==> src/include/ccpt_pkg.sv <==
////////////////////////////////////////////////////////////////////////////////
// shared constants, types and helpers for the timer group
package ccpt_pkg;

   localparam int              CCPT_NCH      = 4;      // channels per timer
   localparam int              CCPT_W16      = 16;     // standard counter width
   localparam int              CCPT_W32      = 32;     // wide counter width
   localparam int              CCPT_DTW      = 8;      // dead-time length field width
   localparam int              CCPT_PSW      = 5;      // wake period select width
   localparam logic [31:0]     CCPT_CNT_RST  = 32'h0000_0000; // counters after reset
   localparam logic [7:0]      CCPT_DT_RST   = 8'h00;  // dead-time down counter after reset
   localparam logic            CCPT_FLAG_RST = 1'b0;   // status flags after reset
   localparam logic            CCPT_OUT_RST  = 1'b0;   // channel outputs after reset

   // channel operating mode
   typedef enum logic [1:0] {
      CCPT_MODE_CAPTURE = 2'b00,
      CCPT_MODE_COMPARE = 2'b01,
      CCPT_MODE_PWM     = 2'b10
   } ccpt_mode_t;

   // capture input edge select
   typedef enum logic [1:0] {
      CCPT_EDGE_RISE = 2'b00,
      CCPT_EDGE_FALL = 2'b01,
      CCPT_EDGE_BOTH = 2'b10
   } ccpt_edge_t;

   // wake counter clock source
   typedef enum logic [1:0] {
      CCPT_SRC_XTAL = 2'b00,  // 32.768 khz crystal
      CCPT_SRC_RC   = 2'b01,  // 32.768 khz rc
      CCPT_SRC_ULF  = 2'b10   // 1 khz rc
   } ccpt_src_t;

   // software side and event side inputs of one timer
   typedef struct packed {
      logic                         run;       // counter enable
      logic                         evt_mode;  // count events instead of clocks
      logic                         dt_en;     // dead-time request
      logic [CCPT_DTW-1:0]          dt_len;    // dead-time in clocks, less one
      ccpt_mode_t [CCPT_NCH-1:0]    mode;      // per channel mode
      ccpt_edge_t [CCPT_NCH-1:0]    edge_sel;  // per channel capture edge
      logic [CCPT_NCH-1:0][31:0]    cmp;       // compare / pwm values
      logic [CCPT_NCH-1:0]          cap_in;    // capture inputs
      logic                         cnt_evt;   // event to count
      logic [CCPT_NCH-1:0]          flag_clr;  // flag clear strobes
   } ccpt_tmr_in_t;

   // results of one timer
   typedef struct packed {
      logic [31:0]                  cnt;       // counter value
      logic [CCPT_NCH-1:0][31:0]    cap;       // capture buffers
      logic [CCPT_NCH-1:0]          out_p;     // channel outputs
      logic [CCPT_NCH-1:0]          out_n;     // complementary outputs
      logic [CCPT_NCH-1:0]          flag;      // sticky status flags
      logic [CCPT_NCH-1:0]          match;     // fabric trigger per channel
      logic                         ovf;       // fabric trigger on wrap
   } ccpt_tmr_out_t;

   // always-on wake counter controls
   typedef struct packed {
      logic                         run;       // counter enable
      ccpt_src_t                    src;       // clock source select
      logic [CCPT_PSW-1:0]          psel;      // period is 2**psel ticks
      logic                         flag_clr;  // wake flag clear
   } ccpt_wake_in_t;

   // always-on wake counter results
   typedef struct packed {
      logic [31:0]                  cnt;       // counter value
      logic                         evt;       // fabric wake pulse
      logic                         flag;      // sticky wake flag
   } ccpt_wake_out_t;

   // edge detector used by capture inputs and wake sources
   function automatic logic ccpt_edge_hit(input logic prev, input logic cur,
                                          input ccpt_edge_t sel);
      logic hit;
      hit = 1'b0;
      unique case (sel)
         CCPT_EDGE_RISE: hit = cur & ~prev;
         CCPT_EDGE_FALL: hit = prev & ~cur;
         CCPT_EDGE_BOTH: hit = cur ^ prev;
         default:        hit = 1'b0;
      endcase
      return hit;
   endfunction

endpackage

==> src/ccpt_timers.sv <==
// How it works
// - standard timer: 16-bit counter, four channels
// - each channel: capture, compare or pwm
// - capture latches counter on selected edge
// - compare output shows counter versus threshold
// - pwm waveform follows successive compare values
// - dead-time only on standard instance zero
// - wide timer identical but 32-bit counter
// - dead-time only on wide instance zero
// - count events, send triggers to fabric
// - always-on 32-bit wake counter
// - wake clock from three low-rate sources
// - periodic wake events, selectable period

////////////////////////////////////////////////////////////////////////////////
// one timer unit: counter plus four channels
module ccpt_timer #(
   parameter int W  = 16,   // counter width
   parameter bit DT = 1'b0  // dead-time hardware present
) (
   input  wire logic                    clk_sys,
   input  wire logic                    reset,
   input  var  ccpt_pkg::ccpt_tmr_in_t  tin,
   output var  ccpt_pkg::ccpt_tmr_out_t tout
);
   import ccpt_pkg::*;

   logic [W-1:0]               cnt_reg;  // running counter
   logic                       ovf_reg;  // wrap trigger
   logic                       tick;     // counter advances this cycle
   logic                       wrap;     // counter leaves full scale
   logic                       dt_on;    // dead-time active for this unit
   logic [CCPT_NCH-1:0][31:0]  cap_w;    // capture buffers, widened
   logic [CCPT_NCH-1:0]        p_w;      // outputs
   logic [CCPT_NCH-1:0]        n_w;      // complementary outputs
   logic [CCPT_NCH-1:0]        flag_w;   // flags
   logic [CCPT_NCH-1:0]        match_w;  // trigger pulses

   // advance on every clock or on each counted event
   assign tick  = tin.run & (~tin.evt_mode | tin.cnt_evt);
   assign wrap  = tick & (&cnt_reg);
   // only instance zero carries the dead-time path
   assign dt_on = DT ? tin.dt_en : 1'b0;

   ////////////////////////////////////////////////////////////////////////////
   // counter, wraps to zero after full scale
   always_ff @(posedge clk_sys) begin
      if (reset) begin
         cnt_reg <= CCPT_CNT_RST[W-1:0];
      end else if (tick) begin
         cnt_reg <= cnt_reg + W'(1);
      end
   end

   // wrap trigger for the event fabric
   always_ff @(posedge clk_sys) begin
      if (reset) begin
         ovf_reg <= 1'b0;
      end else begin
         ovf_reg <= wrap;
      end
   end

   ////////////////////////////////////////////////////////////////////////////
   // four channels on the shared counter
   for (genvar i = 0; i < CCPT_NCH; i++) begin : g_ch
      logic         cap_prev;   // last capture input level
      logic [W-1:0] cap_reg;    // capture buffer
      logic [W-1:0] pwm_thr;    // pwm threshold in use this period
      logic [W-1:0] cmp_thr;    // programmed threshold
      logic         cap_hit;    // capture event
      logic         hit;        // compare match
      logic         raw;        // undelayed channel level
      logic         raw_q;      // raw seen last cycle
      logic [7:0]   dt_cnt;     // dead-time down counter
      logic         p_reg;      // output
      logic         n_reg;      // complementary output
      logic         flag_reg;   // sticky flag
      logic         match_reg;  // trigger pulse

      assign cmp_thr = tin.cmp[i][W-1:0];
      assign cap_hit = (tin.mode[i] == CCPT_MODE_CAPTURE) &&
                       ccpt_edge_hit(cap_prev, tin.cap_in[i], tin.edge_sel[i]);

      // channel level and match per selected mode
      always_comb begin
         raw = 1'b0;
         hit = 1'b0;
         unique case (tin.mode[i])
            CCPT_MODE_COMPARE: begin
               raw = (cnt_reg >= cmp_thr);
               hit = tick && (cnt_reg == cmp_thr);
            end
            CCPT_MODE_PWM: begin
               raw = (cnt_reg < pwm_thr);
               hit = tick && (cnt_reg == pwm_thr);
            end
            CCPT_MODE_CAPTURE: begin
               raw = 1'b0;
               hit = 1'b0;
            end
            default: begin
               raw = 1'b0;
               hit = 1'b0;
            end
         endcase
      end

      // capture input history and buffer
      always_ff @(posedge clk_sys) begin
         if (reset) begin
            cap_prev <= 1'b0;
            cap_reg  <= CCPT_CNT_RST[W-1:0];
         end else begin
            cap_prev <= tin.cap_in[i];
            if (cap_hit) begin
               cap_reg <= cnt_reg;
            end
         end
      end

      // pwm threshold reloads at wrap, or freely while stopped
      always_ff @(posedge clk_sys) begin
         if (reset) begin
            pwm_thr <= CCPT_CNT_RST[W-1:0];
         end else if (wrap || !tin.run) begin
            pwm_thr <= cmp_thr;
         end
      end

      // sticky flag, a new event beats a clear in the same cycle
      always_ff @(posedge clk_sys) begin
         if (reset) begin
            flag_reg <= CCPT_FLAG_RST;
         end else if (cap_hit || hit) begin
            flag_reg <= 1'b1;
         end else if (tin.flag_clr[i]) begin
            flag_reg <= 1'b0;
         end
      end

      // match trigger to the event fabric
      always_ff @(posedge clk_sys) begin
         if (reset) begin
            match_reg <= 1'b0;
         end else begin
            match_reg <= hit | cap_hit;
         end
      end

      // output stage, with dead-time on both low for dt_len+1 clocks after each change
      always_ff @(posedge clk_sys) begin
         if (reset) begin
            raw_q  <= 1'b0;
            dt_cnt <= CCPT_DT_RST;
            p_reg  <= CCPT_OUT_RST;
            n_reg  <= CCPT_OUT_RST;
         end else begin
            raw_q <= raw;
            if (!dt_on) begin
               // plain complementary pair
               dt_cnt <= CCPT_DT_RST;
               p_reg  <= raw;
               n_reg  <= ~raw;
            end else if (raw != raw_q) begin
               // edge seen, blank both outputs
               dt_cnt <= tin.dt_len;
               p_reg  <= 1'b0;
               n_reg  <= 1'b0;
            end else if (dt_cnt != CCPT_DT_RST) begin
               // still inside dead band
               dt_cnt <= dt_cnt - 8'h01;
            end else begin
               // dead band over
               p_reg <= raw_q;
               n_reg <= ~raw_q;
            end
         end
      end

      assign cap_w[i]   = 32'(cap_reg);
      assign p_w[i]     = p_reg;
      assign n_w[i]     = n_reg;
      assign flag_w[i]  = flag_reg;
      assign match_w[i] = match_reg;
   end

   // gather results
   assign tout = '{cnt: 32'(cnt_reg), cap: cap_w, out_p: p_w, out_n: n_w,
                   flag: flag_w, match: match_w, ovf: ovf_reg};

endmodule

////////////////////////////////////////////////////////////////////////////////
// timer group: two standard timers, one wide timer, wake counter
module ccpt_timers (
   input  wire logic                     clk_sys,
   input  wire logic                     reset,
   input  var  ccpt_pkg::ccpt_tmr_in_t   t16a_in,   // standard instance zero
   input  var  ccpt_pkg::ccpt_tmr_in_t   t16b_in,   // standard instance one
   input  var  ccpt_pkg::ccpt_tmr_in_t   w32_in,    // wide instance zero
   input  var  ccpt_pkg::ccpt_wake_in_t  wake_in,   // wake counter controls
   input  wire logic                     osc_xtal,  // low_freq_crystal_osc level
   input  wire logic                     osc_rc,    // low_freq_rc_osc level
   input  wire logic                     osc_ulf,   // ultra_low_freq_rc_osc level
   output var  ccpt_pkg::ccpt_tmr_out_t  t16a_out,
   output var  ccpt_pkg::ccpt_tmr_out_t  t16b_out,
   output var  ccpt_pkg::ccpt_tmr_out_t  w32_out,
   output var  ccpt_pkg::ccpt_wake_out_t wake_out
);
   import ccpt_pkg::*;

   logic        src_lvl;    // selected source level
   logic        src_prev;   // source level last cycle
   logic        wtick;      // wake counter advances
   logic [31:0] wcnt_reg;   // always_on_wake_counter value
   logic [31:0] wcnt_next;  // value after this tick
   logic [31:0] pmask;      // low bits that must be zero for a wake
   logic        wevt_reg;   // wake pulse
   logic        wflag_reg;  // sticky wake flag

   ////////////////////////////////////////////////////////////////////////////
   // timer instances
   ccpt_timer #(.W(CCPT_W16), .DT(1'b1)) u_t16a (
      .clk_sys (clk_sys),
      .reset   (reset),
      .tin     (t16a_in),
      .tout    (t16a_out)
   );

   ccpt_timer #(.W(CCPT_W16), .DT(1'b0)) u_t16b (
      .clk_sys (clk_sys),
      .reset   (reset),
      .tin     (t16b_in),
      .tout    (t16b_out)
   );

   ccpt_timer #(.W(CCPT_W32), .DT(1'b1)) u_w32 (
      .clk_sys (clk_sys),
      .reset   (reset),
      .tin     (w32_in),
      .tout    (w32_out)
   );

   ////////////////////////////////////////////////////////////////////////////
   // wake counter source select
   always_comb begin
      unique case (wake_in.src)
         CCPT_SRC_XTAL: src_lvl = osc_xtal;
         CCPT_SRC_RC:   src_lvl = osc_rc;
         CCPT_SRC_ULF:  src_lvl = osc_ulf;
         default:       src_lvl = 1'b0;
      endcase
   end

   assign wtick     = wake_in.run &
                      ccpt_edge_hit(src_prev, src_lvl, CCPT_EDGE_RISE);
   assign wcnt_next = wcnt_reg + 32'h0000_0001;
   assign pmask     = (32'h0000_0001 << wake_in.psel) - 32'h0000_0001;

   // source history for edge detection
   always_ff @(posedge clk_sys) begin
      if (reset) begin
         src_prev <= 1'b0;
      end else begin
         src_prev <= src_lvl;
      end
   end

   // counter advances on each selected source rise while run is set, no sleep gating
   always_ff @(posedge clk_sys) begin
      if (reset) begin
         wcnt_reg <= CCPT_CNT_RST;
      end else if (wtick) begin
         wcnt_reg <= wcnt_next;
      end
   end

   // wake pulse each 2**psel source ticks
   always_ff @(posedge clk_sys) begin
      if (reset) begin
         wevt_reg <= 1'b0;
      end else begin
         wevt_reg <= wtick && ((wcnt_next & pmask) == 32'h0000_0000);
      end
   end

   // sticky wake flag, set beats clear
   always_ff @(posedge clk_sys) begin
      if (reset) begin
         wflag_reg <= CCPT_FLAG_RST;
      end else if (wevt_reg) begin
         wflag_reg <= 1'b1;
      end else if (wake_in.flag_clr) begin
         wflag_reg <= 1'b0;
      end
   end

   assign wake_out = '{cnt: wcnt_reg, evt: wevt_reg, flag: wflag_reg};

endmodule

==> config.mk <==
export PLATFORM = sky130hd
export DESIGN_NAME = ccpt_timers
export DESIGN_NICKNAME = d
export VERILOG_FILES = /design/src/include/ccpt_pkg.sv /design/src/ccpt_timers.sv
export SDC_FILE = /design/constraint.sdc
export NUM_CORES = 2
export LEC_CHECK = 0
export ABC_AREA = 1
export BUFFER_PORTS_ARGS = -buffer_cell sky130_fd_sc_hd__buf_2
export CAP_MARGIN = 30
export CORE_AREA = 8 8 408 410
export CTS_BUF_LIST = sky130_fd_sc_hd__clkbuf_4
export DETAILED_ROUTE_END_ITERATION = 12
export DIE_AREA = 0 0 416 418
export PLACE_DENSITY = 0.56
export SKIP_CTS_REPAIR_TIMING = 1
export SYNTH_ARGS = -nofsm -noshare
export SYNTH_HDL_FRONTEND = slang
export SYNTH_SLANG_ARGS = --single-unit
==> constraint.sdc <==
create_clock -name clk_sys -period 2.96 [get_ports clk_sys]
set_input_delay 0.148 -clock clk_sys [delete_from_list [all_inputs] [get_ports clk_sys]]
set_output_delay 0.148 -clock clk_sys [all_outputs]
set_load 0.01 [all_outputs]
==> run_summary.xml <==
<?xml version="1.0" encoding="UTF-8"?>
<metrics>
  <group name="die">
    <metric name="floorplan.rows" unit="">147</metric>
    <metric name="die_height" unit="µm">418</metric>
    <metric name="core_area" unit="µm²">160000</metric>
    <metric name="initial_core_util" unit="%">28.2</metric>
    <metric name="floorplan.die_area" unit="µm²">174000</metric>
    <metric name="fp.dieW" unit="µm">416</metric>
    <metric name="floorplan.io_pins" unit="">1071</metric>
  </group>
  <group name="synthesis">
    <metric name="post_synth_main_area_contributors" unit="">dfxtp_1 33%, ha_1 17%, a21oi_1 9.2%</metric>
    <metric name="ys_ff_latch" unit="">746</metric>
    <metric name="synth-simple-area-share" unit="%">16.0</metric>
    <metric name="synthDistinctLibCells" unit="">60</metric>
    <metric name="synth-adder-area-share" unit="%">17.0</metric>
    <metric name="synth_enable_flop_cells" unit="">0</metric>
    <metric name="synthXorXnorAreaFrac" unit="%">1.44</metric>
    <metric name="post-synth-top-area-fraction" unit="%">33.2</metric>
    <metric name="synth_mux_area_share" unit="%">0</metric>
    <metric name="synth_top_flop_cell" unit="">dfxtp_1</metric>
    <metric name="seq_area_frac_synth" unit="%">33.2</metric>
    <metric name="yosys_warnings" unit="">0</metric>
    <metric name="synth-async-reset-ratio" unit="%">0</metric>
    <metric name="netlist_area" unit="µm²">44900</metric>
    <metric name="synth_top_area_cell" unit="">dfxtp_1</metric>
    <metric name="netlist_instances" unit="">6062</metric>
    <metric name="avg_cell_area_syn" unit="µm²">7.41</metric>
    <metric name="combinational_family_with_the_most_area_after_synthesis" unit="">compound AO/OA/AOI/OAI gates</metric>
    <metric name="synth_compound_area_share" unit="%">19.0</metric>
  </group>
  <group name="final_layout">
    <metric name="post_route_cells_drive_above_1_share" unit="%">18.5</metric>
    <metric name="finalNetCount" unit="">8972</metric>
    <metric name="postLayoutCoreUtil" unit="%">39.6</metric>
    <metric name="fin_area" unit="µm²">63300</metric>
    <metric name="syn_to_final_growth" unit="%">40.7</metric>
  </group>
  <group name="detailed_routing">
    <metric name="detailedRoute.firstPassIterationCount" unit="">6</metric>
    <metric name="wl_per_cell" unit="µm">19.4</metric>
    <metric name="ant_nets" unit="">0</metric>
    <metric name="post_drt_via_cell_ratio" unit="">4.81</metric>
    <metric name="routed_wirelength" unit="mm">196</metric>
    <metric name="vias" unit="">48800</metric>
    <metric name="route.detailed.drc" unit="">0</metric>
    <metric name="detail_route.iter0.violations" unit="">3272</metric>
  </group>
  <group name="place">
    <metric name="placement.io_buffers" unit="">773</metric>
    <metric name="gpl.final_weighted_congestion" unit="">0.904</metric>
    <metric name="dp.final_hpwl" unit="mm">142</metric>
    <metric name="placement.cell_area" unit="µm²">51700</metric>
  </group>
  <group name="clocking">
    <metric name="tritoncts.num_buffers" unit="">219</metric>
    <metric name="cts.root.buffer_cell" unit="">clkbuf_4</metric>
    <metric name="insertion_delay_to_the_later_sink_of_the_worst_skew_pair" unit="ns">1.26</metric>
    <metric name="tritoncts" unit="">yes</metric>
    <metric name="htree_levels" unit="">4</metric>
    <metric name="clock-sinks" unit="">746</metric>
    <metric name="cts.path.max_buffers" unit="">3</metric>
    <metric name="clock_transition_time_at_the_flip_flop_clock_pins_of_the_worst_setup_and_hold_paths" unit="ns">0.07</metric>
  </group>
  <group name="power_and_ir_drop">
    <metric name="static-leakage-power" unit="µW">0.0315</metric>
    <metric name="combPwrFrac" unit="%">26.4</metric>
    <metric name="total_power" unit="µW">28800</metric>
    <metric name="total_switching_power" unit="µW">9790</metric>
    <metric name="power.density_cell_area" unit="nW/µm²">456</metric>
    <metric name="internal_power" unit="µW">19100</metric>
    <metric name="power.switching_fraction" unit="%">33.9</metric>
    <metric name="pwr-share-clk" unit="%">34.4</metric>
    <metric name="max-vdd-ir-drop" unit="µV">368</metric>
    <metric name="power_frac_seq" unit="%">39.2</metric>
  </group>
  <group name="sta">
    <metric name="slew_violations" unit="">0</metric>
    <metric name="max_clock_freq" unit="MHz">342</metric>
    <metric name="clock_skew" unit="ns">0.0838</metric>
    <metric name="finalSetupViolCount" unit="">0</metric>
    <metric name="whs" unit="ns">0.0372</metric>
    <metric name="maxSlewHeadroom" unit="%">41.9</metric>
    <metric name="tightest_slew" unit="ns">0.871</metric>
    <metric name="hold_viol_final" unit="">0</metric>
    <metric name="final_worst_path_period_share" unit="%">98.9</metric>
    <metric name="fin_crit" unit="ns">2.93</metric>
  </group>
  <group name="run">
    <metric name="cap_viol_max_count" unit="">0</metric>
  </group>
  <group name="worst_setup_path">
    <metric name="path_max_fanout" unit="">88</metric>
    <metric name="critPathCaptureType" unit="">flip-flop</metric>
    <metric name="worstPathArrival" unit="ns">4.01</metric>
    <metric name="crit_required" unit="ns">4.04</metric>
    <metric name="path_class" unit="">in -&gt; reg</metric>
    <metric name="critPathLaunchType" unit="">input port</metric>
  </group>
  <group name="grt">
    <metric name="grt_first_pass_wirelength" unit="mm">265</metric>
    <metric name="vias_in_the_first_global_route" unit="">43200</metric>
    <metric name="grt_util_all_layers" unit="%">19.7</metric>
    <metric name="largest_net_degree_at_the_start_of_global_routing" unit="">136</metric>
    <metric name="remaining_global_route_overflow" unit="">0</metric>
    <metric name="initial_antenna_violation_count" unit="">26</metric>
  </group>
  <group name="min_path">
    <metric name="hp_class" unit="">in -&gt; reg</metric>
  </group>
  <group name="outcome">
    <metric name="status" unit="">completed</metric>
  </group>
</metrics>
-- cell families after synthesis --
group,after synthesis
XOR/XNOR,74
adder cells (fa/ha/maj),609
other,1
flip-flops,746
buffers and inverters,1351
AO/OA/AOI/OAI,1642
AND/OR/NAND/NOR,1639
-- worst max-delay path, cell delays in order --
cell	delay, ns
dlygate4sd3_1	0.53
buf_2	0.10
nand2_1	0.04
dlygate4sd3_1	0.55
nand2_1	0.10
dlygate4sd3_1	0.71
clkinv_1	0.29
nand4_1	0.22
nand2_4	0.13
buf_12	0.22
o21ai_0	0.23
a21oi_1	0.08
dlygate4sd3_1	0.59
-- Yosys cell counts (all sizes together) (11+ instances only) --
cell type / instances
nand3: 163
nand4: 129
nand2: 692
nor4: 26
clkbuf: 161
buf: 264
xnor2: 17
clkinv: 11
dfxtp: 746
a21oi: 826
nor2: 499
a31oi: 26
a211oi: 13
o21ai: 683
ha: 609
nand3b: 25
xor2: 57
o211ai: 13
a22oi: 21
nor3: 89
o21a: 18
inv: 915
-- cell type report --
cell class | instances | area [µm²]
clock buffers | 314 | 2360
clock inverters | 68 | 325
well taps | 2086 | 2610
fillers | 16100 | 96400
multi-input cells | 4125 | 25000
flip-flops and latches | 746 | 15000
inverters | 926 | 3490
diodes | 29 | 72.6
repair buffers | 1839 | 14400
-- path summary, 6_finish.rpt --
check | from | end | slack (ns) | depth (start not counted)
min | w32_in[137] | u_w32.g_ch[0].cap_reg[22]$_SDFFE_PP0P_ | 0.04 | 7
max reg2reg | u_t16b.cnt_reg[12]$_SDFFE_PP0P_ | u_t16b.g_ch[1].pwm_thr[6]$_SDFFE_PP0P_ | 0.08 | 9
max | t16a_in[162] | u_t16a.g_ch[2].pwm_thr[3]$_SDFFE_PP0P_ | 0.03 | 13
min reg2reg | u_t16a.g_ch[0].flag_reg$_SDFFE_PP0P_ | u_t16a.g_ch[0].flag_reg$_SDFFE_PP0P_ | 0.46 | 2
-- power by group through the flow --
stage | combinational, µW | clock (µW) | sequential (µW)
2_1_floorplan | 4430 | 0 | 11500
3_3_place_gp | 6300 | 0 | 11500
3_5_place_dp | 6400 | 0 | 11500
4_1_cts | 6430 | 10200 | 11300
5_1_grt | 8530 | 10800 | 11400
6_report | 7620 | 9930 | 11300
-- per-stage QoR --
step | cells | TNS, ns | setup WS (ns)
detailed placement | 8886 | -0.284 | -0.141
global route | 10100 | -0.200 | -0.0333
finish | 10100 | 0 | 0.0333
global placement | 8886 | -0.300 | -0.0982
floorplan | 6221 | 0 | 0.0118
CTS | 9268 | -0.668 | -0.187
-- placed cells by master, fill, tap and decap left out, types with 20 or more instances in the layout --
cell and count:
a21oi_1 823, a22oi_1 20, a31oi_1 25, buf_12 36, buf_2 772, buf_4 197, clkbuf_4 314, clkinv_1 63
conb_1 160, dfxtp_1 731, diode_2 29, dlygate4sd3_1 826, ha_1 601, inv_1 897, nand2_1 664, nand2_2 23
nand3_1 160, nand3b_1 25, nand4_1 123, nor2_1 467, nor2_2 24, nor3_1 76, nor4_1 21, o21ai_0 676
xor2_1 56
-- metal layers --
layer / vias to the layer above / track usage (%) / share of wire [%]
li1: 23600 / - / -
met1: 22800 / 24.1 / 42
met2: 1889 / 32.7 / 47
met3: 496 / 4.33 / 6.2
met4: 0 / 9.61 / 5.0
met5: - / 0 / 0
Note: power is estimated with default switching activity, not from simulation.
